--- src/trim_store_defines.svh ---
// Offsets, field positions and defaults of the factory trim word store
`ifndef TRIM_STORE_DEFINES_SVH
`define TRIM_STORE_DEFINES_SVH

`define TRIM_WORD_W          14
`define TRIM_IDX_NINE        16'h2088
`define TRIM_IDX_TEN         16'h2089
`define TRIM_IDX_ELEVEN      16'h208a
`define TRIM_IDX_TWELVE      16'h208b
`define TRIM_IDX_BASE        16'h2088
`define TRIM_ADDR_BASE       18'h08220
`define TRIM_ADDR_MASK       18'h3fff0
`define TRIM_NINE_MASK       14'h1f0f
`define TRIM_TEN_MASK        14'h1f1f
`define TRIM_ELEVEN_MASK     14'h0fff
`define TRIM_TWELVE_MASK     14'h007f
`define TRIM_NINE_DEFAULT    14'h1f0f
`define TRIM_TEN_DEFAULT     14'h1f1f
`define TRIM_ELEVEN_DEFAULT  14'h0f00
`define TRIM_TWELVE_DEFAULT  14'h0040
`define AXI_RESP_OKAY        2'h0
`define AXI_RESP_SLVERR      2'h2

`endif

--- src/trim_store_pkg.sv ---
// Types of the factory trim word store
package trim_store_pkg;
   typedef enum logic [1:0] {
      RD_IDLE = 2'b00,
      RD_RESP = 2'b01
   } rd_state_e;

   typedef enum logic [1:0] {
      WR_IDLE = 2'b00,
      WR_RESP = 2'b01
   } wr_state_e;

   typedef logic [13:0] trim_word_t;

   typedef struct packed {
      rd_state_e  rd_state;
      logic       arready;
      logic [31:0] rdata;
      logic [1:0] rresp;
      wr_state_e  wr_state;
      logic       aw_seen;
      logic       w_seen;
      logic       aw_hit;
      logic [1:0] bresp;
   } state_s;
endpackage

--- src/factory_trim_word_store.sv ---
// Read-only store of four factory trim words behind an AXI4-Lite slave
//
// Contract
// - Word nine at 2088h: output span trim 12..8, gain trim 3..0.
// - Word ten at 2089h: second span trim 12..8, main span 4..0.
// - Word eleven at 208Ah: supply trim 11..8, buffer offset 7..0.
// - Buffer offset is two's complement millivolts, 80h min, 7Fh max.
// - Word twelve at 208Bh: current amp offset trim in bits 6..0.
// - Word nine bit 13 and bits 7..4 read as zero.
// - Word ten bits 7..5 and word twelve bits 13..7 read zero.
//
// The AXI4-Lite interface to the registers was decided locally.
`timescale 1ns/1ps
`default_nettype none
`include "trim_store_defines.svh"

module factory_trim_word_store
   import trim_store_pkg::*;
#(
   parameter trim_word_t NINE_VALUE   = `TRIM_NINE_DEFAULT,
   parameter trim_word_t TEN_VALUE    = `TRIM_TEN_DEFAULT,
   parameter trim_word_t ELEVEN_VALUE = `TRIM_ELEVEN_DEFAULT,
   parameter trim_word_t TWELVE_VALUE = `TRIM_TWELVE_DEFAULT
) (
   input  wire logic        sys_clk_i,
   input  wire logic        reset_i,
   input  wire logic        clk_en_i,
   input  wire logic [17:0] s_axi_awaddr_i,
   input  wire logic        s_axi_awvalid_i,
   output logic             s_axi_awready_o,
   input  wire logic [31:0] s_axi_wdata_i,
   input  wire logic [3:0]  s_axi_wstrb_i,
   input  wire logic        s_axi_wvalid_i,
   output logic             s_axi_wready_o,
   output logic [1:0]       s_axi_bresp_o,
   output logic             s_axi_bvalid_o,
   input  wire logic        s_axi_bready_i,
   input  wire logic [17:0] s_axi_araddr_i,
   input  wire logic        s_axi_arvalid_i,
   output logic             s_axi_arready_o,
   output logic [31:0]      s_axi_rdata_o,
   output logic [1:0]       s_axi_rresp_o,
   output logic             s_axi_rvalid_o,
   input  wire logic        s_axi_rready_i,
   output logic [4:0]       out_ref_span_trim_o,
   output logic [3:0]       sense_amp_gain_trim_o,
   output logic [4:0]       second_ref_span_trim_o,
   output logic [4:0]       main_ref_span_trim_o,
   output logic [3:0]       analog_supply_ldo_trim_o,
   output logic [7:0]       test_buffer_offset_o,
   output logic [6:0]       current_err_amp_offset_trim_o
);

   // Unimplemented bits are forced to zero whatever the programmed value
   localparam trim_word_t NINE_W   = NINE_VALUE & `TRIM_NINE_MASK;
   localparam trim_word_t TEN_W    = TEN_VALUE & `TRIM_TEN_MASK;
   localparam trim_word_t ELEVEN_W = ELEVEN_VALUE & `TRIM_ELEVEN_MASK;
   localparam trim_word_t TWELVE_W = TWELVE_VALUE & `TRIM_TWELVE_MASK;

   state_s state_ff;
   state_s nxt_state;

   // True when a word-aligned byte address falls inside the four-word trim window
   function automatic logic in_window(input logic [17:0] addr);
      in_window = ((addr & `TRIM_ADDR_MASK) == `TRIM_ADDR_BASE)
                  && (addr[1:0] == 2'h0);
   endfunction

   // Word index 2088h..208Bh taken from a byte address
   function automatic logic [15:0] word_index(input logic [17:0] addr);
      word_index = addr[17:2];
   endfunction

   function automatic trim_word_t lookup(input logic [15:0] idx);
      case (idx)
         `TRIM_IDX_NINE:   lookup = NINE_W;
         `TRIM_IDX_TEN:    lookup = TEN_W;
         `TRIM_IDX_ELEVEN: lookup = ELEVEN_W;
         `TRIM_IDX_TWELVE: lookup = TWELVE_W;
         default:          lookup = 14'h0000;
      endcase
   endfunction

   // Field outputs: the buffer offset is passed on as signed millivolts
   assign out_ref_span_trim_o           = NINE_W[12:8];
   assign sense_amp_gain_trim_o         = NINE_W[3:0];
   assign second_ref_span_trim_o        = TEN_W[12:8];
   assign main_ref_span_trim_o          = TEN_W[4:0];
   assign analog_supply_ldo_trim_o      = ELEVEN_W[11:8];
   assign test_buffer_offset_o          = ELEVEN_W[7:0];
   assign current_err_amp_offset_trim_o = TWELVE_W[6:0];

   logic aw_take;
   logic w_take;
   assign aw_take = s_axi_awvalid_i && s_axi_awready_o;
   assign w_take  = s_axi_wvalid_i && s_axi_wready_o;

   // Readies drop while frozen so that no AW, W or AR handshake is seen but not taken
   assign s_axi_awready_o = clk_en_i && !state_ff.aw_seen
                            && (state_ff.wr_state == WR_IDLE);
   assign s_axi_wready_o  = clk_en_i && !state_ff.w_seen
                            && (state_ff.wr_state == WR_IDLE);
   assign s_axi_bvalid_o  = (state_ff.wr_state == WR_RESP);
   assign s_axi_bresp_o   = state_ff.bresp;
   assign s_axi_arready_o = clk_en_i && state_ff.arready;
   assign s_axi_rvalid_o  = (state_ff.rd_state == RD_RESP);
   assign s_axi_rdata_o   = state_ff.rdata;
   assign s_axi_rresp_o   = state_ff.rresp;

   always_comb begin
      nxt_state = state_ff;
      // Read channel: one-cycle accept, data registered
      case (state_ff.rd_state)
         RD_IDLE: begin
            nxt_state.arready = 1'b1;
            if (s_axi_arvalid_i && state_ff.arready) begin
               nxt_state.arready  = 1'b0;
               nxt_state.rd_state = RD_RESP;
               // Refused reads return zero data
               nxt_state.rdata    = in_window(s_axi_araddr_i) ?
                  {18'h00000, lookup(word_index(s_axi_araddr_i))} :
                  32'h00000000;
               nxt_state.rresp    = in_window(s_axi_araddr_i) ?
                  `AXI_RESP_OKAY : `AXI_RESP_SLVERR;
            end
         end
         RD_RESP: begin
            nxt_state.arready = 1'b0;
            if (s_axi_rready_i) begin
               nxt_state.rd_state = RD_IDLE;
            end
         end
         default: begin
            nxt_state.rd_state = RD_IDLE;
            nxt_state.arready  = 1'b0;
         end
      endcase
      // Write channel: address and data in either order, never stored
      case (state_ff.wr_state)
         WR_IDLE: begin
            if (aw_take) begin
               nxt_state.aw_seen = 1'b1;
               nxt_state.aw_hit  = in_window(s_axi_awaddr_i);
            end
            if (w_take) begin
               nxt_state.w_seen = 1'b1;
            end
            if ((state_ff.aw_seen || aw_take)
                && (state_ff.w_seen || w_take)) begin
               nxt_state.wr_state = WR_RESP;
               nxt_state.aw_seen  = 1'b0;
               nxt_state.w_seen   = 1'b0;
               // Read-only store: every write is refused, contents kept
               nxt_state.bresp    = `AXI_RESP_SLVERR;
            end
         end
         WR_RESP: begin
            if (s_axi_bready_i) begin
               nxt_state.wr_state = WR_IDLE;
            end
         end
         default: begin
            nxt_state.wr_state = WR_IDLE;
         end
      endcase
   end

   always_ff @(posedge sys_clk_i) begin
      if (reset_i) begin
         state_ff <= '0;
      end else if (clk_en_i) begin
         state_ff <= nxt_state;
      end
   end

endmodule
`default_nettype wire

--- config.mk ---
export PLATFORM = sky130hd
export DESIGN_NAME = factory_trim_word_store
export DESIGN_NICKNAME = d
export VERILOG_FILES = /design/src/trim_store_pkg.sv /design/src/factory_trim_word_store.sv
export VERILOG_INCLUDE_DIRS = /design/src /design/src/src
export SDC_FILE = /design/constraint.sdc
export NUM_CORES = 1
export LEC_CHECK = 0
export BUFFER_PORTS_ARGS = -buffer_cell sky130_fd_sc_hd__buf_4
export CORE_MARGIN = 2
export CORE_UTILIZATION = 27
export DETAILED_ROUTE_END_ITERATION = 16
export GPL_ROUTABILITY_DRIVEN = 0
export PLACE_DENSITY = 0.75
export SYNTH_ARGS = -nofsm -noshare
export SYNTH_HDL_FRONTEND = slang
export SYNTH_SLANG_ARGS = --single-unit
--- constraint.sdc ---
create_clock -name sys_clk_i -period 1.11 [get_ports sys_clk_i]
set_clock_uncertainty 0.15 [all_clocks]
set_input_delay 0.111 -clock sys_clk_i [delete_from_list [all_inputs] [get_ports sys_clk_i]]
set_output_delay 0.111 -clock sys_clk_i [all_outputs]
set_load 0.03 [all_outputs]
==> flow_summary.toml, run 1 <==
[run_status]
status = "complete, but fails checks"
violations = "hold timing, setup timing"

[floorplan]
io_pins = 159
die_area_um2 = 4496
fp.dieW_um = 67.06
start_util_pct = 28.68
core_um2 = 3744
dieHeight_um = 67.06
row_count = 22

[grt]
grt_pass1_vias = 608
grt_pass1_wl_um = 2511
grtUsageMet3_pct = 1.520
antenna_found_initial = 0
grt_max_degree = 11
met1_usage_pct = 7.887
grt_usage_pct = 7.396
grt-ovfl-total = 0
gr-usage-met2_pct = 13.49
busiest_layer = "met2"

[sta]
setup_viol = 13
max_freq_ghz = 0.7485
hold_viol = 1
worst_slack_ns = -0.2260
hold_ws_ns = -0.001049
rsz0062_at_grt = "true"
fin_crit_sh_pct = 120.4
finalCriticalPeriod_ns = 1.336
drv_slew = 0

[placed_design]
io_buffers = 43
dp.cells = 208
place_hpwl_um = 1509

[clock_network]
cts_root_buffer = "clkbuf_8"
numCtsBuffers = 3
clk_latency_ns = 0.23
clk_path_buf_depth = 2
clkTransAtPathRegs_ns = 0.05
cts_tree = "yes"
clock_sinks = 11
htreeDepth = 1

[detailed_routing]
drcViolationCount = 0
via_count = 801
post_drt_wl_per_cell_um = 8.668
dr.first_iter.drc_count = 43
wirelength_um = 1881
vias_per_cell = 3.691
firstDrtPassIters = 4
drtAntennaViolNets = 0

[finish]
area_growth_pct = 18.41
fillCellCount = 416
regArea_um2 = 225.2
final_cell_mix = "conb_1, buf_4, nor2_1, dfxtp_1, buf_6"
final_layout_size_suffix_gt1_share_pct = 37.87
nets = 250
layout.cells.most_common = "conb_1"
fin_cells = 217
n_antenna_cell = 0
multiInputGateArea_um2 = 524.3

[synth]
ys_ff_latch = 11
yosysUniqueCellTypes = 26
ys_warn_count = 0
ys_seq_area_share_pct = 20.51
syn_area_um2 = 1074
synth_edf_count = 0
synthCells = 132
synth_async_sr_flop_share_pct = 0
syn_area_per_cell_um2 = 8.133
synthFlopType = "dfxtp_1"

[setup_path]
endpoint_kind = "output pin"
cp.required_ns = 0.85
worstPathMaxFanout = 3
slowest_delay_ns = 0.31
worst_setup_path_start_kind = "flop"
slowest_stage = "dfxtp_2"
crit_chain = "or2b_1, nor2_1, buf_4"
worstSetupPathType = "flop to output pin"
critPathArrivalTime_ns = 1.08

[hold_path]
hold_class = "input port to flop"

[pwr]
powerDensity_nw_per_um2 = 1050
vdd_drop_max_mv = 0.2764
p_leak_nw = 0.6722
p_total_mw = 1.335

[run]
cap_viol_max_count = 0
[logic make-up (layout without fill, tap and decap cells)]
logic type      after synthesis  in the layout  share of synthesized area (%)
other cells                   2             61                         0.6996
compound gates               13             13                          8.393
flops                        11             11                          20.51
buf+inv                      78             56                          53.15
mux                           1              1                         0.9324
simple gates                 27             27                          16.32
[per-stage QoR]
stage / setup TNS, ns / hold WS, ns / setup slack [ns] / instance area (µm²) / utilization (%)
finish: -1.110 / -0.001049 / -0.2260 / 1271 / 33.96
floorplan: -0.4678 / 0.1125 / -0.1059 / 1301 / -
CTS: -1.077 / 0.0002813 / -0.2494 / 1256 / 33.56
global route: -1.703 / 0.01242 / -0.2865 / 1271 / 33.96
detailed placement: -0.7537 / 0.2488 / -0.1653 / 1140 / 30.45
global placement: -0.7706 / 0.2398 / -0.1732 / 1140 / 30.45
[synth_stat cells (all sizes together), types with 2 or more instances]
cell type | count | share of area [%]
clkbuf | 3 | 1.0
conb | 2 | 0.70
dfxtp | 11 | 21
nor4b | 4 | 3.8
nor2 | 8 | 3.0
a21oi | 6 | 2.8
nand2 | 4 | 1.4
nor3 | 3 | 1.4
buf | 74 | 52
a22o | 3 | 2.4
[where the power goes]
group	leakage, nW	internal [mW]	switching [mW]
Clock	0.0228	0.251	0.137
Sequential	0.0913	0.414	0.0140
Combinational	0.558	0.138	0.381
[metal layers]
| metal | vias up | routed length (µm) |
|---|---|---|
| met2 | 78 | 936 |
| met1 | 348 | 615 |
| met4 | 0 | 23 |
| met3 | 2 | 306 |
| li1 | 373 | - |
| met5 | - | 0 |
[layout make-up]
type	count	area share [%]
clock buffers	4	3.543
inverters	1	0.2953
multi-input cells	102	41.24
flip-flops and latches	11	17.72
well taps	48	4.724
repair buffers	51	32.48
[sequential cells by signal (all words and copies together) (netlist names)]
register,count
s_axi_bresp_o,1
s_axi_rdata_o,4
s_axi_rresp_o,1
state_ff,5
[critical path, delay by kind of cell, from the launching register on]
family                 cells  cell delay, ns
buffers and inverters      1            0.17
AND/OR/NAND/NOR            2            0.36
flip-flops                 1            0.31
[worst paths after layout]
path	startpoint	end	slack, ns	cells after the start
worst max register to register	state_ff[5]$_SDFFE_PP0P_	state_ff[3]$_SDFFE_PP0P_	-0.13	4
worst min register to register	s_axi_bresp_o[1]$_SDFFE_PP0P_	s_axi_bresp_o[1]$_SDFFE_PP0P_	0.30	2
worst min-delay path	reset_i	s_axi_rresp_o[1]$_SDFFE_PP0P_	-0.001	2
worst max-delay path	state_ff[5]$_SDFFE_PP0P_	s_axi_awready_o	-0.23	3
[timing repair]
item | CTS | global route
endpoints found under the setup margin | 16 | 14
endpoints found under the hold margin | 2 | 0
resized for setup | 11 | 2
pin swaps | 5 | 1
buffers inserted | 1 | 1
hold buffers | 3 | 0
(Power assumes the default switching activity.)
==> run 2: changes to the inputs <==
--- a/config.mk
+++ b/config.mk
@@ -7,6 +7,7 @@
 export NUM_CORES = 1
 export LEC_CHECK = 0
 export BUFFER_PORTS_ARGS = -buffer_cell sky130_fd_sc_hd__buf_4
+export CORE_ASPECT_RATIO = 1.5
 export CORE_MARGIN = 2
 export CORE_UTILIZATION = 27
 export DETAILED_ROUTE_END_ITERATION = 16
==> flow_summary.toml, run 2 (same netlist as run 1, synthesis figures left out) <==
[run_status]
violations = "setup timing"
status = "complete, but fails checks"

[finish]
n_antenna_cell = 0
utilization_pct = 33.56
fillCellCount = 397
largest_reg_flops = 5
multiInputGateArea_um2 = 549.3
layout.cells.most_common = "conb_1"
largest-register = "state_ff"
final_cell_mix = "conb_1, buf_4, nor2_1, dfxtp_1, buf_6"
nets = 252
final_layout_size_suffix_gt1_share_pct = 40.94
area_growth_pct = 21.56
regArea_um2 = 225.2

[setup_path]
endpoint_kind = "output pin"
worstSetupPathType = "flop to output pin"
critPathArrivalTime_ns = 1.05
cp.required_ns = 0.85
worst_setup_path_start_kind = "flop"
worstPathMaxFanout = 3

[grt]
antenna_found_initial = 0
grt_usage_pct = 6.574
grt_pass1_vias = 567
grt-ovfl-total = 0
grt_max_degree = 13
grt_pass1_wl_um = 2325

[pwr]
vdd_drop_max_mv = 0.6900
p_leak_nw = 0.6867
powerDensity_nw_per_um2 = 1040
p_total_mw = 1.357

[detailed_routing]
firstDrtPassIters = 2
drcViolationCount = 0
post_drt_wl_per_cell_um = 8.190
dr.first_iter.drc_count = 24
wirelength_um = 1769
via_count = 811
vias_per_cell = 3.755
drtAntennaViolNets = 0

[floorplan]
start_util_pct = 27.61
die_area_um2 = 4507
io_pins = 159
dieHeight_um = 81.23
fp.dieW_um = 55.49
core_um2 = 3889
row_count = 28

[clock_network]
clock_sinks = 11
htreeDepth = 1
clk_latency_ns = 0.23
clkTransAtPathRegs_ns = 0.05
cts_tree = "yes"
cts_root_buffer = "clkbuf_8"
clk_path_buf_depth = 2
numCtsBuffers = 3

[sta]
max_freq_ghz = 0.7626
drv_slew = 0
setup_viol = 12
worst_slack_ns = -0.2013
finalCriticalPeriod_ns = 1.311
hold_viol = 0
fin_crit_sh_pct = 118.1
rsz0062_at_grt = "true"

[placed_design]
place_hpwl_um = 1436
io_buffers = 43

[hold_path]
hold_class = "input port to flop"

[run]
cap_viol_max_count = 0
==> run 2: cell types whose count changed in the layout (fill, tap and decap cells not counted), sizes merged <==
cell | previous run | this run
buf | 48 | 51
dlygate4sd3 | 3 | 2
==> run 2: worst paths after layout <==
kind	start	to	slack, ns	cells after the start
setup / recovery	state_ff[5]$_SDFFE_PP0P_	s_axi_wready_o	-0.20	3
hold / removal	reset_i	s_axi_bresp_o[1]$_SDFFE_PP0P_	0.009	2
setup reg to reg	state_ff[5]$_SDFFE_PP0P_	state_ff[3]$_SDFFE_PP0P_	-0.12	4
hold reg to reg	s_axi_bresp_o[1]$_SDFFE_PP0P_	s_axi_bresp_o[1]$_SDFFE_PP0P_	0.31	2
==> run 2: repair_timing <==
item                                    4_1_cts  5_1_grt
setup buffers                                 3        0
hold buffers                                  2        0
resized for setup                             9        8
pin swaps                                     3        6
endpoints found under the setup margin        9       20
endpoints found under the hold margin         1        0
==> run 2: through the flow <==
| step | hold slack [ns] | worst slack [ns] | instances | TNS, ns | instance area, µm² |
|---|---|---|---|---|---|
| global route | 0.02011 | -0.2757 | 216 | -1.643 | 1305 |
| detailed placement | 0.2487 | -0.1627 | 207 | -0.7587 | 1151 |
| global placement | 0.2406 | -0.1361 | 207 | -0.5980 | 1151 |
| floorplan | 0.1125 | -0.1059 | 191 | -0.4678 | 1301 |
| CTS | 0.003852 | -0.2276 | 216 | -1.285 | 1266 |
| finish | 0.008904 | -0.2013 | 216 | -1.096 | 1305 |
==> run 2: critical path, cell delays in order, from the launching register on <==
cell and delay [ns]:
dfxtp_2 0.31, or2b_1 0.24, nor2_1 0.10, buf_4 0.17
==> run 2: metal layers <==
metal	wire, µm	GRT usage, %	vias to the layer above
met5	0	0	-
met4	21	4.390	0
met3	274	1.752	2
met2	888	12.38	81
met1	585	6.190	350
li1	-	-	378
==> run 2: cell type report <==
class / count / share of cell area (%)
multi-input cells: 102 / 42.09
repair buffers: 53 / 32.60
flip-flops and latches: 11 / 17.26
well taps: 45 / 4.314
clock buffers: 4 / 3.452
inverters: 1 / 0.2876
==> run 2: power breakdown <==
| group | leakage (nW) | internal, mW | switching (mW) |
|---|---|---|---|
| registers | 0.0913 | 0.414 | 0.0142 |
| logic | 0.573 | 0.153 | 0.389 |
| clock network | 0.0228 | 0.251 | 0.137 |
| total | 0.687 | 0.818 | 0.540 |
==> run 3: changes to the inputs <==
--- a/config.mk
+++ b/config.mk
@@ -10,6 +10,7 @@
 export CORE_ASPECT_RATIO = 1.5
 export CORE_MARGIN = 2
 export CORE_UTILIZATION = 27
+export CTS_BUF_LIST = sky130_fd_sc_hd__clkbuf_4
 export DETAILED_ROUTE_END_ITERATION = 16
 export GPL_ROUTABILITY_DRIVEN = 0
 export PLACE_DENSITY = 0.75
==> flow_summary.toml, run 3 (same netlist as run 1, synthesis figures left out) <==
[floorplan]
dieHeight_um = 81.23
io_pins = 159
die_area_um2 = 4507
row_count = 28
fp.dieW_um = 55.49
core_um2 = 3889
start_util_pct = 27.61

[placed_design]
place_hpwl_um = 1436
io_buffers = 43
place_area_um2 = 1151

[detailed_routing]
firstDrtPassIters = 2
drcViolationCount = 0
drtAntennaViolNets = 0
via_count = 822
vias_per_cell = 3.771
wirelength_um = 1817
dr.first_iter.drc_count = 18
post_drt_wl_per_cell_um = 8.335

[clock_network]
clk_latency_ns = 0.26
cts_tree = "yes"
clock_sinks = 11
clk_path_buf_depth = 2
htreeDepth = 1
cts_root_buffer = "clkbuf_4"
clkTransAtPathRegs_ns = 0.07
numCtsBuffers = 3

[sta]
finalCriticalPeriod_ns = 1.351
rsz0062_at_grt = "true"
drv_slew = 0
max_freq_ghz = 0.7404
hold_ws_ns = 0.004646
hold_viol = 0
setup_viol = 12
fin_crit_sh_pct = 121.7
worst_slack_ns = -0.2405

[grt]
grt-ovfl-total = 0
grt_pass1_wl_um = 2408
busiest_layer = "met2"
grt_pass1_vias = 579
grtUsageMet3_pct = 1.752
gr-usage-met2_pct = 12.86
grt_max_degree = 8
grt_usage_pct = 6.839
antenna_found_initial = 0
met1_usage_pct = 6.286

[run_status]
violations = "setup timing"
status = "complete, but fails checks"

[finish]
largest_reg_flops = 5
largest-register = "state_ff"
area_growth_pct = 22.96
stdcell_area_um2 = 1320
layout.cells.most_common = "conb_1"
final_layout_size_suffix_gt1_share_pct = 42.77
nets = 254
final_cell_mix = "conb_1, buf_4, nor2_1, buf_6, dfxtp_1"
n_antenna_cell = 0

[pwr]
p_total_mw = 1.266
powerDensity_nw_per_um2 = 959.4
vdd_drop_max_mv = 0.7932
p_leak_nw = 0.7033

[setup_path]
cp.required_ns = 0.85
critPathArrivalTime_ns = 1.09
worst_setup_path_start_kind = "flop"
endpoint_kind = "output pin"
worstPathMaxFanout = 3
worstSetupPathType = "flop to output pin"

[hold_path]
hold_class = "input port to flop"

[run]
cap_viol_max_count = 0
==> run 3: worst max-delay path, cell delays in order (launching register included) <==
cell	delay (ns)
dfxtp_2	0.32
or2b_1	0.24
nor2_1	0.10
buf_4	0.17
==> run 3: timing repair <==
item,in CTS,in global routing
resized for setup,13,8
hold endpoints to repair,6,0
buffers inserted,3,1
hold buffers,3,0
pin swaps,3,5
endpoints found under the setup margin,21,15
==> run 3: path summary, 6_finish.rpt <==
kind	start	depth (start not counted)	slack, ns	to
worst min-delay path	clk_en_i	4	0.005	state_ff[5]$_SDFFE_PP0P_
worst max-delay path	state_ff[5]$_SDFFE_PP0P_	3	-0.24	s_axi_wready_o
worst max register to register	state_ff[5]$_SDFFE_PP0P_	4	-0.14	state_ff[3]$_SDFFE_PP0P_
worst min register to register	s_axi_bresp_o[1]$_SDFFE_PP0P_	2	0.31	s_axi_bresp_o[1]$_SDFFE_PP0P_
==> run 3: stage by stage <==
stage / TNS [ns] / utilization, % / setup slack, ns / std cells
after floorplan: -0.4678 / - / -0.1059 / 191
after global placement: -0.5980 / 29.60 / -0.1361 / 207
after detailed placement: -0.7587 / 29.60 / -0.1627 / 207
after global routing: -1.890 / 33.94 / -0.3193 / 218
after CTS: -1.469 / 32.69 / -0.2663 / 217
final: -1.325 / 33.94 / -0.2405 / 218
==> run 3: cell type report <==
cell class / instances / area, µm²
Inverter: 1 / 3.754
Timing Repair Buffer: 55 / 449.2
Fill cell: 397 / 2569
Multi-Input combinational cell: 102 / 554.3
Sequential cell: 11 / 226.5
Tap cell: 45 / 56.30
Clock buffer: 4 / 30.03
==> run 3: report_power, final <==
part           switching (mW)  total [mW]  leakage [nW]  internal (mW)
combinational           0.391       0.549         0.593          0.158
clock                   0.127       0.290        0.0184          0.163
sequential             0.0144       0.427        0.0918          0.412
==> run 3: per-layer routing <==
layer | vias to the layer above | part of all wire (%)
li1 | 382 | -
met1 | 352 | 32
met2 | 84 | 50
met3 | 4 | 16
met4 | 0 | 2.3
met5 | - | 0
